`config.mk`:
```
export PLATFORM = sky130hd
export DESIGN_NAME = ccs_can_ctl_stat
export DESIGN_NICKNAME = d
export VERILOG_FILES = /design/src/ccs_pkg.sv /design/src/ccs_can_ctl_stat.sv
export SDC_FILE = /design/constraint.sdc
export NUM_CORES = 1
export LEC_CHECK = 0
export ABC_AREA = 1
export ABC_CLOCK_PERIOD_IN_PS = 3200
export BUFFER_PORTS_ARGS = -buffer_cell sky130_fd_sc_hd__buf_4
export CAP_MARGIN = 20
export CORE_MARGIN = 3
export CORE_UTILIZATION = 50
export DETAILED_ROUTE_END_ITERATION = 8
export PLACE_DENSITY = 0.85
export SLEW_MARGIN = 20
export SYNTH_ARGS = -nofsm -noshare
export SYNTH_HDL_FRONTEND = slang
export SYNTH_SLANG_ARGS = --single-unit
```
`constraint.sdc`:
```
create_clock -name i_clk_sys -period 3.2 [get_ports i_clk_sys]
set_input_delay 0.32 -clock i_clk_sys [delete_from_list [all_inputs] [get_ports i_clk_sys]]
set_output_delay 0.32 -clock i_clk_sys [all_outputs]
set_load 0.02 [all_outputs]
```
`src/ccs_pkg.sv`:
```
// Constants and types for the CAN controller control and status block
// =====================================================================
package ccs_pkg;

    // ================================================================
    // Register indexes (byte address is four times the index)
    localparam logic [3:0] CCS_IDX_CTL0 = 4'h0;
    localparam logic [3:0] CCS_IDX_CTL1 = 4'h1;
    localparam logic [3:0] CCS_IDX_BTR0 = 4'h2;
    localparam logic [3:0] CCS_IDX_BTR1 = 4'h3;
    localparam logic [3:0] CCS_IDX_RFLG = 4'h4;
    localparam logic [3:0] CCS_IDX_RIER = 4'h5;
    localparam logic [3:0] CCS_IDX_TFLG = 4'h6;
    localparam logic [3:0] CCS_IDX_TIER = 4'h7;
    localparam logic [3:0] CCS_IDX_TARQ = 4'h8;
    localparam logic [3:0] CCS_IDX_TAAK = 4'h9;
    localparam logic [3:0] CCS_IDX_TBSEL = 4'hA;
    localparam logic [3:0] CCS_IDX_IDAC = 4'hB;
    localparam logic [3:0] CCS_IDX_RSVD = 4'hC;
    localparam logic [3:0] CCS_IDX_MISC = 4'hD;
    localparam logic [3:0] CCS_IDX_RXERR = 4'hE;
    localparam int CCS_NUM_REGS = 16;

    // ================================================================
    // Control zero bit positions
    localparam int CCS_C0_RECEIVED_FRAME_FLAG = 7;
    localparam int CCS_C0_RECEIVER_ACTIVE = 6;
    localparam int CCS_C0_STOP_IN_WAIT = 5;
    localparam int CCS_C0_BUS_SYNCHRONIZED = 4;
    localparam int CCS_C0_TIME = 3;
    localparam int CCS_C0_WAKEUP_ENABLE = 2;
    localparam int CCS_C0_SLEEP_REQUEST = 1;
    localparam int CCS_C0_INIT_REQUEST = 0;

    // Control one bit positions
    localparam int CCS_C1_LOOPB = 5;
    localparam int CCS_C1_LISTEN = 4;

    // ================================================================
    // Writable masks of stored configuration registers
    localparam logic [7:0] CCS_MASK_CTL1 = 8'hFC;
    localparam logic [7:0] CCS_MASK_FULL = 8'hFF;
    localparam logic [7:0] CCS_MASK_TX3 = 8'h07;
    localparam logic [7:0] CCS_MASK_IDAC = 8'h30;
    localparam logic [7:0] CCS_MASK_MISC = 8'h01;
    localparam logic [7:0] CCS_MASK_NONE = 8'h00;

    // Reset values
    localparam logic [7:0] CCS_RST_BYTE = 8'h00;
    localparam logic CCS_RST_INIT_REQUEST = 1'b1;
    localparam logic CCS_RST_INIT_ACKNOWLEDGE = 1'b1;

    // ================================================================
    // Synchronisation counts and time-stamp increment
    localparam logic [3:0] CCS_REC_RUN = 4'hB;
    localparam logic [7:0] CCS_BUSOFF_RUNS = 8'h80;
    localparam logic [15:0] CCS_TS_ONE = 16'h0001;

    // Bus synchronisation states
    typedef enum logic [1:0] {
        CCS_SYNC_LOST = 2'b00,
        CCS_SYNC_HUNT = 2'b01,
        CCS_SYNC_DONE = 2'b10
    } ccs_sync_e;

endpackage : ccs_pkg

```
`src/ccs_can_ctl_stat.sv`:
```
// Control and status register block of a CAN protocol controller
//
// Implementation choice: the Wishbone register port.
`timescale 1ns/1ps

module ccs_can_ctl_stat
    import ccs_pkg::*;
(
    // Clock and reset
    input wire logic i_clk_sys,
    input wire logic i_resetn,
    // Wishbone classic slave
    input wire logic i_wb_cyc,
    input wire logic i_wb_stb,
    input wire logic i_wb_we,
    input wire logic [5:0] i_wb_adr,
    input wire logic [31:0] i_wb_dat,
    input wire logic [3:0] i_wb_sel,
    output logic [31:0] o_wb_dat,
    output logic o_wb_ack,
    // CAN pins and on-chip transceiver
    input wire logic i_bus_rx_in,
    input wire logic i_xcvr_rx,
    input wire logic i_xcvr_present,
    output logic o_bus_tx_out,
    output logic o_xcvr_tx,
    // Protocol engine side
    input wire logic i_tx_bit,
    input wire logic i_bit_tick,
    input wire logic i_rx_busy,
    input wire logic i_txbuf_empty,
    input wire logic i_bus_off,
    input wire logic i_frame_rx_ok,
    input wire logic i_frame_tx_ok,
    output logic o_init_abort,
    output logic o_bus_synchronized,
    output logic o_sleep_mode,
    output logic o_loopback,
    output logic o_listen,
    // Time stamp write port
    output logic o_ts_wr,
    output logic o_ts_rx,
    output logic [15:0] o_ts_value,
    // System wait mode
    input wire logic i_wait_mode,
    output logic o_if_clk_stop
);

    // ================================================================
    // Register map helpers

    // Writable bits of a stored configuration register
    function automatic logic [7:0] ccs_wmask(input logic [3:0] idx);
        case (idx)
            CCS_IDX_CTL1: ccs_wmask = CCS_MASK_CTL1;
            CCS_IDX_BTR0: ccs_wmask = CCS_MASK_FULL;
            CCS_IDX_BTR1: ccs_wmask = CCS_MASK_FULL;
            CCS_IDX_RIER: ccs_wmask = CCS_MASK_FULL;
            CCS_IDX_TIER: ccs_wmask = CCS_MASK_TX3;
            CCS_IDX_TARQ: ccs_wmask = CCS_MASK_TX3;
            CCS_IDX_TBSEL: ccs_wmask = CCS_MASK_TX3;
            CCS_IDX_IDAC: ccs_wmask = CCS_MASK_IDAC;
            CCS_IDX_MISC: ccs_wmask = CCS_MASK_MISC;
            default: ccs_wmask = CCS_MASK_NONE;
        endcase
    endfunction : ccs_wmask

    // Registers that only accept writes inside init mode
    function automatic logic ccs_init_only(input logic [3:0] idx);
        case (idx)
            CCS_IDX_CTL1: ccs_init_only = 1'b1;
            CCS_IDX_BTR0: ccs_init_only = 1'b1;
            CCS_IDX_BTR1: ccs_init_only = 1'b1;
            CCS_IDX_IDAC: ccs_init_only = 1'b1;
            default: ccs_init_only = 1'b0;
        endcase
    endfunction : ccs_init_only

    // ================================================================
    // Internal state
    logic [7:0] cfg_mem_reg [CCS_NUM_REGS];
    logic received_frame_flag_reg;
    logic receiver_active_reg;
    logic stop_in_wait_reg;
    logic time_reg;
    logic wakeup_enable_reg;
    logic sleep_request_reg;
    logic init_request_reg;
    logic init_acknowledge_reg;
    logic sleep_acknowledge_reg;
    ccs_sync_e sync_reg;
    logic [3:0] rec_cnt_reg;
    logic [7:0] run_cnt_reg;
    logic [15:0] timer_reg;
    logic rx_pin_meta_reg;
    logic rx_pin_reg;
    logic rx_xcvr_meta_reg;
    logic rx_xcvr_reg;

    logic [3:0] bus_idx;
    logic bus_req;
    logic bus_wr;
    logic [7:0] wr_byte;
    logic [7:0] rd_byte;
    logic init_mode;
    logic ctl0_open;
    logic wr_ctl0;
    logic rx_level;
    logic wake_hit;
    logic tx_force_rec;
    logic stamp_rx;

    // ================================================================
    // Bus decode: 64-byte window, one byte register per aligned word
    assign bus_idx = i_wb_adr[5:2];
    assign bus_req = i_wb_cyc & i_wb_stb & ~o_wb_ack;
    assign bus_wr = bus_req & i_wb_we & i_wb_sel[0];
    assign wr_byte = i_wb_dat[7:0];
    assign wr_ctl0 = bus_wr & (bus_idx == CCS_IDX_CTL0);

    // Mode terms
    assign init_mode = init_request_reg & init_acknowledge_reg;
    assign ctl0_open = ~init_request_reg & ~init_acknowledge_reg;

    // Receive level from pin or on-chip transceiver, after synchronisers
    assign rx_level = i_xcvr_present ? rx_xcvr_reg : rx_pin_reg;

    // Bus traffic seen while asleep with wake-up enabled
    assign wake_hit = sleep_acknowledge_reg & wakeup_enable_reg & ~rx_level;

    // Transmit held recessive during init, sleep, listen or stopped wait
    assign tx_force_rec = init_request_reg | sleep_acknowledge_reg
        | cfg_mem_reg[CCS_IDX_CTL1][CCS_C1_LISTEN]
        | (stop_in_wait_reg & i_wait_mode);

    // Receive stamps are suppressed in loopback
    assign stamp_rx = i_frame_rx_ok
        & ~cfg_mem_reg[CCS_IDX_CTL1][CCS_C1_LOOPB];

    // ================================================================
    // Receive input synchronisers
    always_ff @(posedge i_clk_sys) begin
        if (!i_resetn) begin
            rx_pin_meta_reg <= 1'b1;
            rx_pin_reg <= 1'b1;
            rx_xcvr_meta_reg <= 1'b1;
            rx_xcvr_reg <= 1'b1;
        end else begin
            rx_pin_meta_reg <= i_bus_rx_in;
            rx_pin_reg <= rx_pin_meta_reg;
            rx_xcvr_meta_reg <= i_xcvr_rx;
            rx_xcvr_reg <= rx_xcvr_meta_reg;
        end
    end

    // ================================================================
    // Read data mux
    always_comb begin
        rd_byte = CCS_RST_BYTE;
        case (bus_idx)
            CCS_IDX_CTL0: begin
                rd_byte[CCS_C0_RECEIVED_FRAME_FLAG] = received_frame_flag_reg;
                rd_byte[CCS_C0_RECEIVER_ACTIVE] = receiver_active_reg;
                rd_byte[CCS_C0_STOP_IN_WAIT] = stop_in_wait_reg;
                rd_byte[CCS_C0_BUS_SYNCHRONIZED] = (sync_reg == CCS_SYNC_DONE);
                rd_byte[CCS_C0_TIME] = time_reg;
                rd_byte[CCS_C0_WAKEUP_ENABLE] = wakeup_enable_reg;
                rd_byte[CCS_C0_SLEEP_REQUEST] = sleep_request_reg;
                rd_byte[CCS_C0_INIT_REQUEST] = init_request_reg;
            end
            CCS_IDX_CTL1: begin
                rd_byte = cfg_mem_reg[CCS_IDX_CTL1] & CCS_MASK_CTL1;
                rd_byte[1] = sleep_acknowledge_reg;
                rd_byte[0] = init_acknowledge_reg;
            end
            default: begin
                rd_byte = cfg_mem_reg[bus_idx] & ccs_wmask(bus_idx);
            end
        endcase
    end

    // Wishbone answer: one wait state, read data from a flop
    always_ff @(posedge i_clk_sys) begin
        if (!i_resetn) begin
            o_wb_ack <= 1'b0;
            o_wb_dat <= 32'h0000_0000;
        end else begin
            o_wb_ack <= bus_req;
            if (bus_req) begin
                o_wb_dat <= {24'h00_0000, rd_byte};
            end
        end
    end

    // ================================================================
    // Stored configuration registers
    always_ff @(posedge i_clk_sys) begin
        if (!i_resetn) begin
            for (int i = 0; i < CCS_NUM_REGS; i++) begin
                cfg_mem_reg[i] <= CCS_RST_BYTE;
            end
        end else begin
            for (int i = 0; i < CCS_NUM_REGS; i++) begin
                if (!ccs_init_only(4'(i)) && init_mode) begin
                    cfg_mem_reg[i] <= CCS_RST_BYTE;
                end else if (bus_wr && bus_idx == 4'(i)
                    && (ccs_init_only(4'(i)) ? init_mode : ctl0_open)) begin
                    cfg_mem_reg[i] <= wr_byte & ccs_wmask(4'(i));
                end
            end
        end
    end

    // ================================================================
    // Init request and acknowledge
    always_ff @(posedge i_clk_sys) begin
        if (!i_resetn) begin
            init_request_reg <= CCS_RST_INIT_REQUEST;
            init_acknowledge_reg <= CCS_RST_INIT_ACKNOWLEDGE;
            o_init_abort <= CCS_RST_INIT_REQUEST;
        end else begin
            // Set at any time; clear only once acknowledged
            if (wr_ctl0) begin
                if (wr_byte[CCS_C0_INIT_REQUEST]) begin
                    init_request_reg <= 1'b1;
                end else if (init_acknowledge_reg) begin
                    init_request_reg <= 1'b0;
                end
            end
            o_init_abort <= init_request_reg;
            init_acknowledge_reg <= init_request_reg & o_init_abort;
        end
    end

    // ================================================================
    // Sleep request, acknowledge and wake-up
    always_ff @(posedge i_clk_sys) begin
        if (!i_resetn) begin
            sleep_request_reg <= 1'b0;
            sleep_acknowledge_reg <= 1'b0;
            wakeup_enable_reg <= 1'b0;
        end else begin
            if (wr_ctl0 && ctl0_open) begin
                wakeup_enable_reg <= wr_byte[CCS_C0_WAKEUP_ENABLE];
            end
            if (wake_hit) begin
                sleep_request_reg <= 1'b0;
            end else if (wr_ctl0 && ctl0_open) begin
                if (wr_byte[CCS_C0_SLEEP_REQUEST]) begin
                    sleep_request_reg <= 1'b1;
                end else if (sleep_acknowledge_reg) begin
                    sleep_request_reg <= 1'b0;
                end
            end
            // Grant only with nothing received and no pending transmit
            if (!sleep_request_reg || wake_hit) begin
                sleep_acknowledge_reg <= 1'b0;
            end else if (!i_rx_busy && i_txbuf_empty) begin
                sleep_acknowledge_reg <= 1'b1;
            end
        end
    end

    // ================================================================
    // Control zero flags held at reset value in init mode
    always_ff @(posedge i_clk_sys) begin
        if (!i_resetn) begin
            received_frame_flag_reg <= 1'b0;
            receiver_active_reg <= 1'b0;
            stop_in_wait_reg <= 1'b0;
            time_reg <= 1'b0;
        end else if (init_mode) begin
            received_frame_flag_reg <= 1'b0;
            receiver_active_reg <= 1'b0;
            stop_in_wait_reg <= 1'b0;
            time_reg <= 1'b0;
        end else begin
            receiver_active_reg <= i_rx_busy;
            // Set wins over a clear in the same cycle
            if (i_frame_rx_ok && !cfg_mem_reg[CCS_IDX_CTL1][CCS_C1_LOOPB]) begin
                received_frame_flag_reg <= 1'b1;
            end else if (wr_ctl0 && ctl0_open && wr_byte[CCS_C0_RECEIVED_FRAME_FLAG]) begin
                received_frame_flag_reg <= 1'b0;
            end
            if (wr_ctl0 && ctl0_open) begin
                stop_in_wait_reg <= wr_byte[CCS_C0_STOP_IN_WAIT];
                time_reg <= wr_byte[CCS_C0_TIME];
            end
        end
    end

    // ================================================================
    // Bus synchronisation after init release
    always_ff @(posedge i_clk_sys) begin
        if (!i_resetn) begin
            sync_reg <= CCS_SYNC_LOST;
            rec_cnt_reg <= 4'h0;
            run_cnt_reg <= 8'h00;
        end else begin
            case (sync_reg)
                CCS_SYNC_LOST: begin
                    rec_cnt_reg <= 4'h0;
                    run_cnt_reg <= 8'h00;
                    if (!init_request_reg && !init_acknowledge_reg) begin
                        sync_reg <= CCS_SYNC_HUNT;
                    end
                end
                CCS_SYNC_HUNT: begin
                    if (init_request_reg) begin
                        sync_reg <= CCS_SYNC_LOST;
                    end else if (i_bit_tick) begin
                        if (!rx_level) begin
                            rec_cnt_reg <= 4'h0;
                        end else if (rec_cnt_reg == CCS_REC_RUN - 4'h1) begin
                            rec_cnt_reg <= 4'h0;
                            run_cnt_reg <= run_cnt_reg + 8'h01;
                            if (!i_bus_off
                                || run_cnt_reg == CCS_BUSOFF_RUNS - 8'h01) begin
                                sync_reg <= CCS_SYNC_DONE;
                            end
                        end else begin
                            rec_cnt_reg <= rec_cnt_reg + 4'h1;
                        end
                    end
                end
                CCS_SYNC_DONE: begin
                    if (init_request_reg) begin
                        sync_reg <= CCS_SYNC_LOST;
                    end
                end
                default: begin
                    sync_reg <= CCS_SYNC_LOST;
                end
            endcase
        end
    end

    // ================================================================
    // Time-stamp timer and stamp write
    always_ff @(posedge i_clk_sys) begin
        if (!i_resetn) begin
            timer_reg <= 16'h0000;
            o_ts_wr <= 1'b0;
            o_ts_rx <= 1'b0;
            o_ts_value <= 16'h0000;
        end else begin
            if (!time_reg) begin
                timer_reg <= 16'h0000;
            end else if (i_bit_tick) begin
                timer_reg <= timer_reg + CCS_TS_ONE;
            end
            o_ts_wr <= time_reg & (i_frame_tx_ok | stamp_rx);
            o_ts_rx <= stamp_rx & ~i_frame_tx_ok;
            if (time_reg && (i_frame_tx_ok || stamp_rx)) begin
                o_ts_value <= timer_reg;
            end
        end
    end

    // ================================================================
    // Pin drive and status outputs
    always_ff @(posedge i_clk_sys) begin
        if (!i_resetn) begin
            o_bus_tx_out <= 1'b1;
            o_xcvr_tx <= 1'b1;
            o_if_clk_stop <= 1'b0;
            o_bus_synchronized <= 1'b0;
            o_sleep_mode <= 1'b0;
            o_loopback <= 1'b0;
            o_listen <= 1'b0;
        end else begin
            // Low is dominant, high is recessive
            o_bus_tx_out <= i_tx_bit | tx_force_rec
                | i_xcvr_present;
            o_xcvr_tx <= i_tx_bit | tx_force_rec;
            o_if_clk_stop <= stop_in_wait_reg & i_wait_mode;
            o_bus_synchronized <= (sync_reg == CCS_SYNC_DONE);
            o_sleep_mode <= sleep_acknowledge_reg;
            o_loopback <= cfg_mem_reg[CCS_IDX_CTL1][CCS_C1_LOOPB];
            o_listen <= cfg_mem_reg[CCS_IDX_CTL1][CCS_C1_LISTEN];
        end
    end

endmodule : ccs_can_ctl_stat

```
==> reports/metrics.cfg <==
[status]
status = completed

[clocking]
numCtsBuffers = 17
cts_tree = done
holdBufCountCts = 3
cts_sinks = 120
cts_root_buf = clkbuf_8
ctsResizeCount = 0
h-tree-depth = 4
clkTransAtPathRegs_ns = 0.06
cts_setup_buffers = 0
clockBufferDepth = 2
worstSkewPairLatency_ns = 0.52

[detailed_routing]
drt_iter0_markers = 408
via_count = 4832
ant_nets = 0
wire_per_inst_um = 14.7
vias_per_cell = 5.28
wl_met1_mm = 5.61
top_layer_used = met4
wl_met3_mm = 1.01
drc_errors = 0
dr_wl_met2_mm = 6.50
drt_wl_total_mm = 13.5
first_pass_iters = 5

[final_layout]
num_antenna_cells = 0
postLayoutCoreUtil = 0.638
syn_to_final_growth_pct = 21.4
layout-drive-gt1-share = 0.173
nNetsFinal = 828
n_fill_cell = 813
largest_reg_flops = 42

[sta]
post-route-period-util = 0.653
rsz0062_at_grt = false
clock_skew_ns = 0.00686
drv_slew = 0
finalHoldViolations = 0
setup_tns_ns = 0
finalCriticalPeriod_ns = 2.09
setup_slack_ns = 1.11
setup_viol = 0
timing.fmax_mhz = 479
worst_pin_slew_ns = 0.618
relSlewSlack = 0.586

[grt]
grt_pass1_wl_mm = 22.3
track_usage = 0.222
grt_max_degree = 49
grt_pass1_vias = 4797
grt_overflow = 0
antenna_found_initial = 0

[power]
p_leak_nw = 2.94
max-vdd-ir-drop_mv = 0.410
power_density_nw_per_um2 = 569

[setup_path]
worst_setup_path_end_kind = register
crit_fanout = 16
max_stage_delay_ns = 0.35
cp_slowest_cell = nor2_4
crit_top_cell = nand2_2
critPathKind = reg2reg
cp_cell_sequence = nor2_4 > inv_2 > nor2_8 > nand2_2 > nor4_4 > nand2_2 > nand2_1
worst_ep_required_time_ns = 3.38
cp.arrival_ns = 2.27
worstSetupStartpointType = register

[floorplan]
start_util = 0.526
die_width_um = 111
core_sq_um = 10600
rows = 37
die_h_um = 111
die_area_sq_um = 12400
ios = 117

[placed_design]
gp_congestion = 0.815
portBuffers = 63
pre_cts_ws_ns = 1.04
dpl.hpwl_mm = 9.08

[synthesis]
syn_inst = 691
synthTopCellsByArea = dfxtp_1, edfxtp_1, nand2_1, nor2_1, a21oi_1
yosysSeqAreaShare = 0.509
ys_ff_latch = 120
netlist_area_sq_um = 5550
synth_top_flop_cell = dfxtp_1
synth_async_sr_flop_share = 0
yosysWarnings = 0
synth_edf_count = 42
synth_top_area_share = 0.281
synth_top_area_cell = dfxtp_1
synth_area_per_cell_sq_um = 8.03
ys_types = 40

[worst_hold_path]
hp-class = in2reg

[flow_run]
drv_cap = 0

## final cells by class
cell class,count,area [sq um],share of cell area
Sequential cell,120,2820,0.419
Multi-Input combinational cell,479,2280,0.338
Timing Repair Buffer,70,533,0.0791
Clock buffer,23,510,0.0758
Inverter,78,293,0.0435
Tap cell,136,170,0.0253
Clock inverter,9,130,0.0193
## worst max-delay path: cells and delay by family (launching register included)
kind	cells	cell delay (ns)
buf+inv	1	0.13
flops	1	0.33
simple gates	6	1.29
## cells in the mapped netlist, types with 2 or more instances
master and count:
nor2_1 99, nor2_2 4, nor3_1 11, dfxtp_1 78, inv_1 69, o211ai_1 3, inv_2 8, clkbuf_1 8
a21oi_1 56, nor2_8 2, nor2_4 6, edfxtp_1 42, or2_2 5, nand2_2 6, nand3_1 31, o22ai_1 2
o21ai_0 38, nand4_1 9, buf_4 27, ha_1 4, xor2_1 5, nand2_1 160
## cell families (layout without fill, tap and decap cells)
group           after synthesis  count (layout)  synth area share
fa+ha+maj                     4               4           0.00902
other cells                   1              24          0.000676
buf+inv                     115             180            0.0965
flops                       120             120             0.509
compound gates              107             107             0.104
simple gates                339             339             0.273
xor+xnor                      5               5           0.00789
## through the flow
stage | hold slack (ns) | instances | area [sq um] | total power [W]
2_1_floorplan | 0.393 | 714 | 5640 | 0.00178
3_3_place_gp | 0.394 | 880 | 6070 | 0.00182
3_5_place_dp | 0.403 | 880 | 6070 | 0.00183
4_1_cts | 0.00320 | 915 | 6740 | 0.00383
5_1_grt | 0.0339 | 915 | 6740 | 0.00392
6_report | 0.0157 | 915 | 6740 | 0.00383
## worst paths after layout
path | start | end | slack [ns] | cells past startpoint
setup / recovery | o_wb_ack | cfg_mem_reg[5][0] | 1.11 | 7
hold / removal | i_xcvr_present | o_bus_tx_out | 0.02 | 2
setup reg to reg | o_wb_ack | cfg_mem_reg[5][0] | 1.11 | 7
hold reg to reg | rx_pin_meta_reg | rx_pin_reg | 0.42 | 1
## cell usage in the layout (no fill, tap or decap), drive strengths merged
| master | count |
|---|---|
| nand2 | 167 |
| nand4 | 9 |
| buf | 67 |
| a2111oi | 1 |
| nor2 | 111 |
| edfxtp | 42 |
| bufinv | 3 |
| a21oi | 58 |
| clkinv | 4 |
| xor2 | 5 |
| nand3 | 32 |
| nor4 | 1 |
| dlygate4sd3 | 3 |
| nor3 | 12 |
| dfxtp | 78 |
| o211ai | 3 |
| o22ai | 2 |
| o21ai | 39 |
| nand3b | 1 |
| conb | 24 |
| inv | 80 |
| or2 | 6 |
| o31ai | 1 |
| a21boi | 1 |
| a211oi | 2 |
| clkbuf | 23 |
| ha | 4 |
## layer usage
metal | GRT usage | vias up
met2 | 0.373 | 224
met3 | 0.0457 | 39
met5 | 0 | -
met4 | 0.0884 | 0
li1 | - | 2346
met1 | 0.281 | 2223
## power breakdown
part           switching (W)  leakage, nW  internal (W)  total (W)
logic               0.000140         1.52     0.0000608   0.000200
clock network       0.000675        0.319       0.00135    0.00202
registers         0.00000974         1.10       0.00159    0.00160
total               0.000825         2.94       0.00301    0.00383
Note: power is estimated with default switching activity, not from simulation.
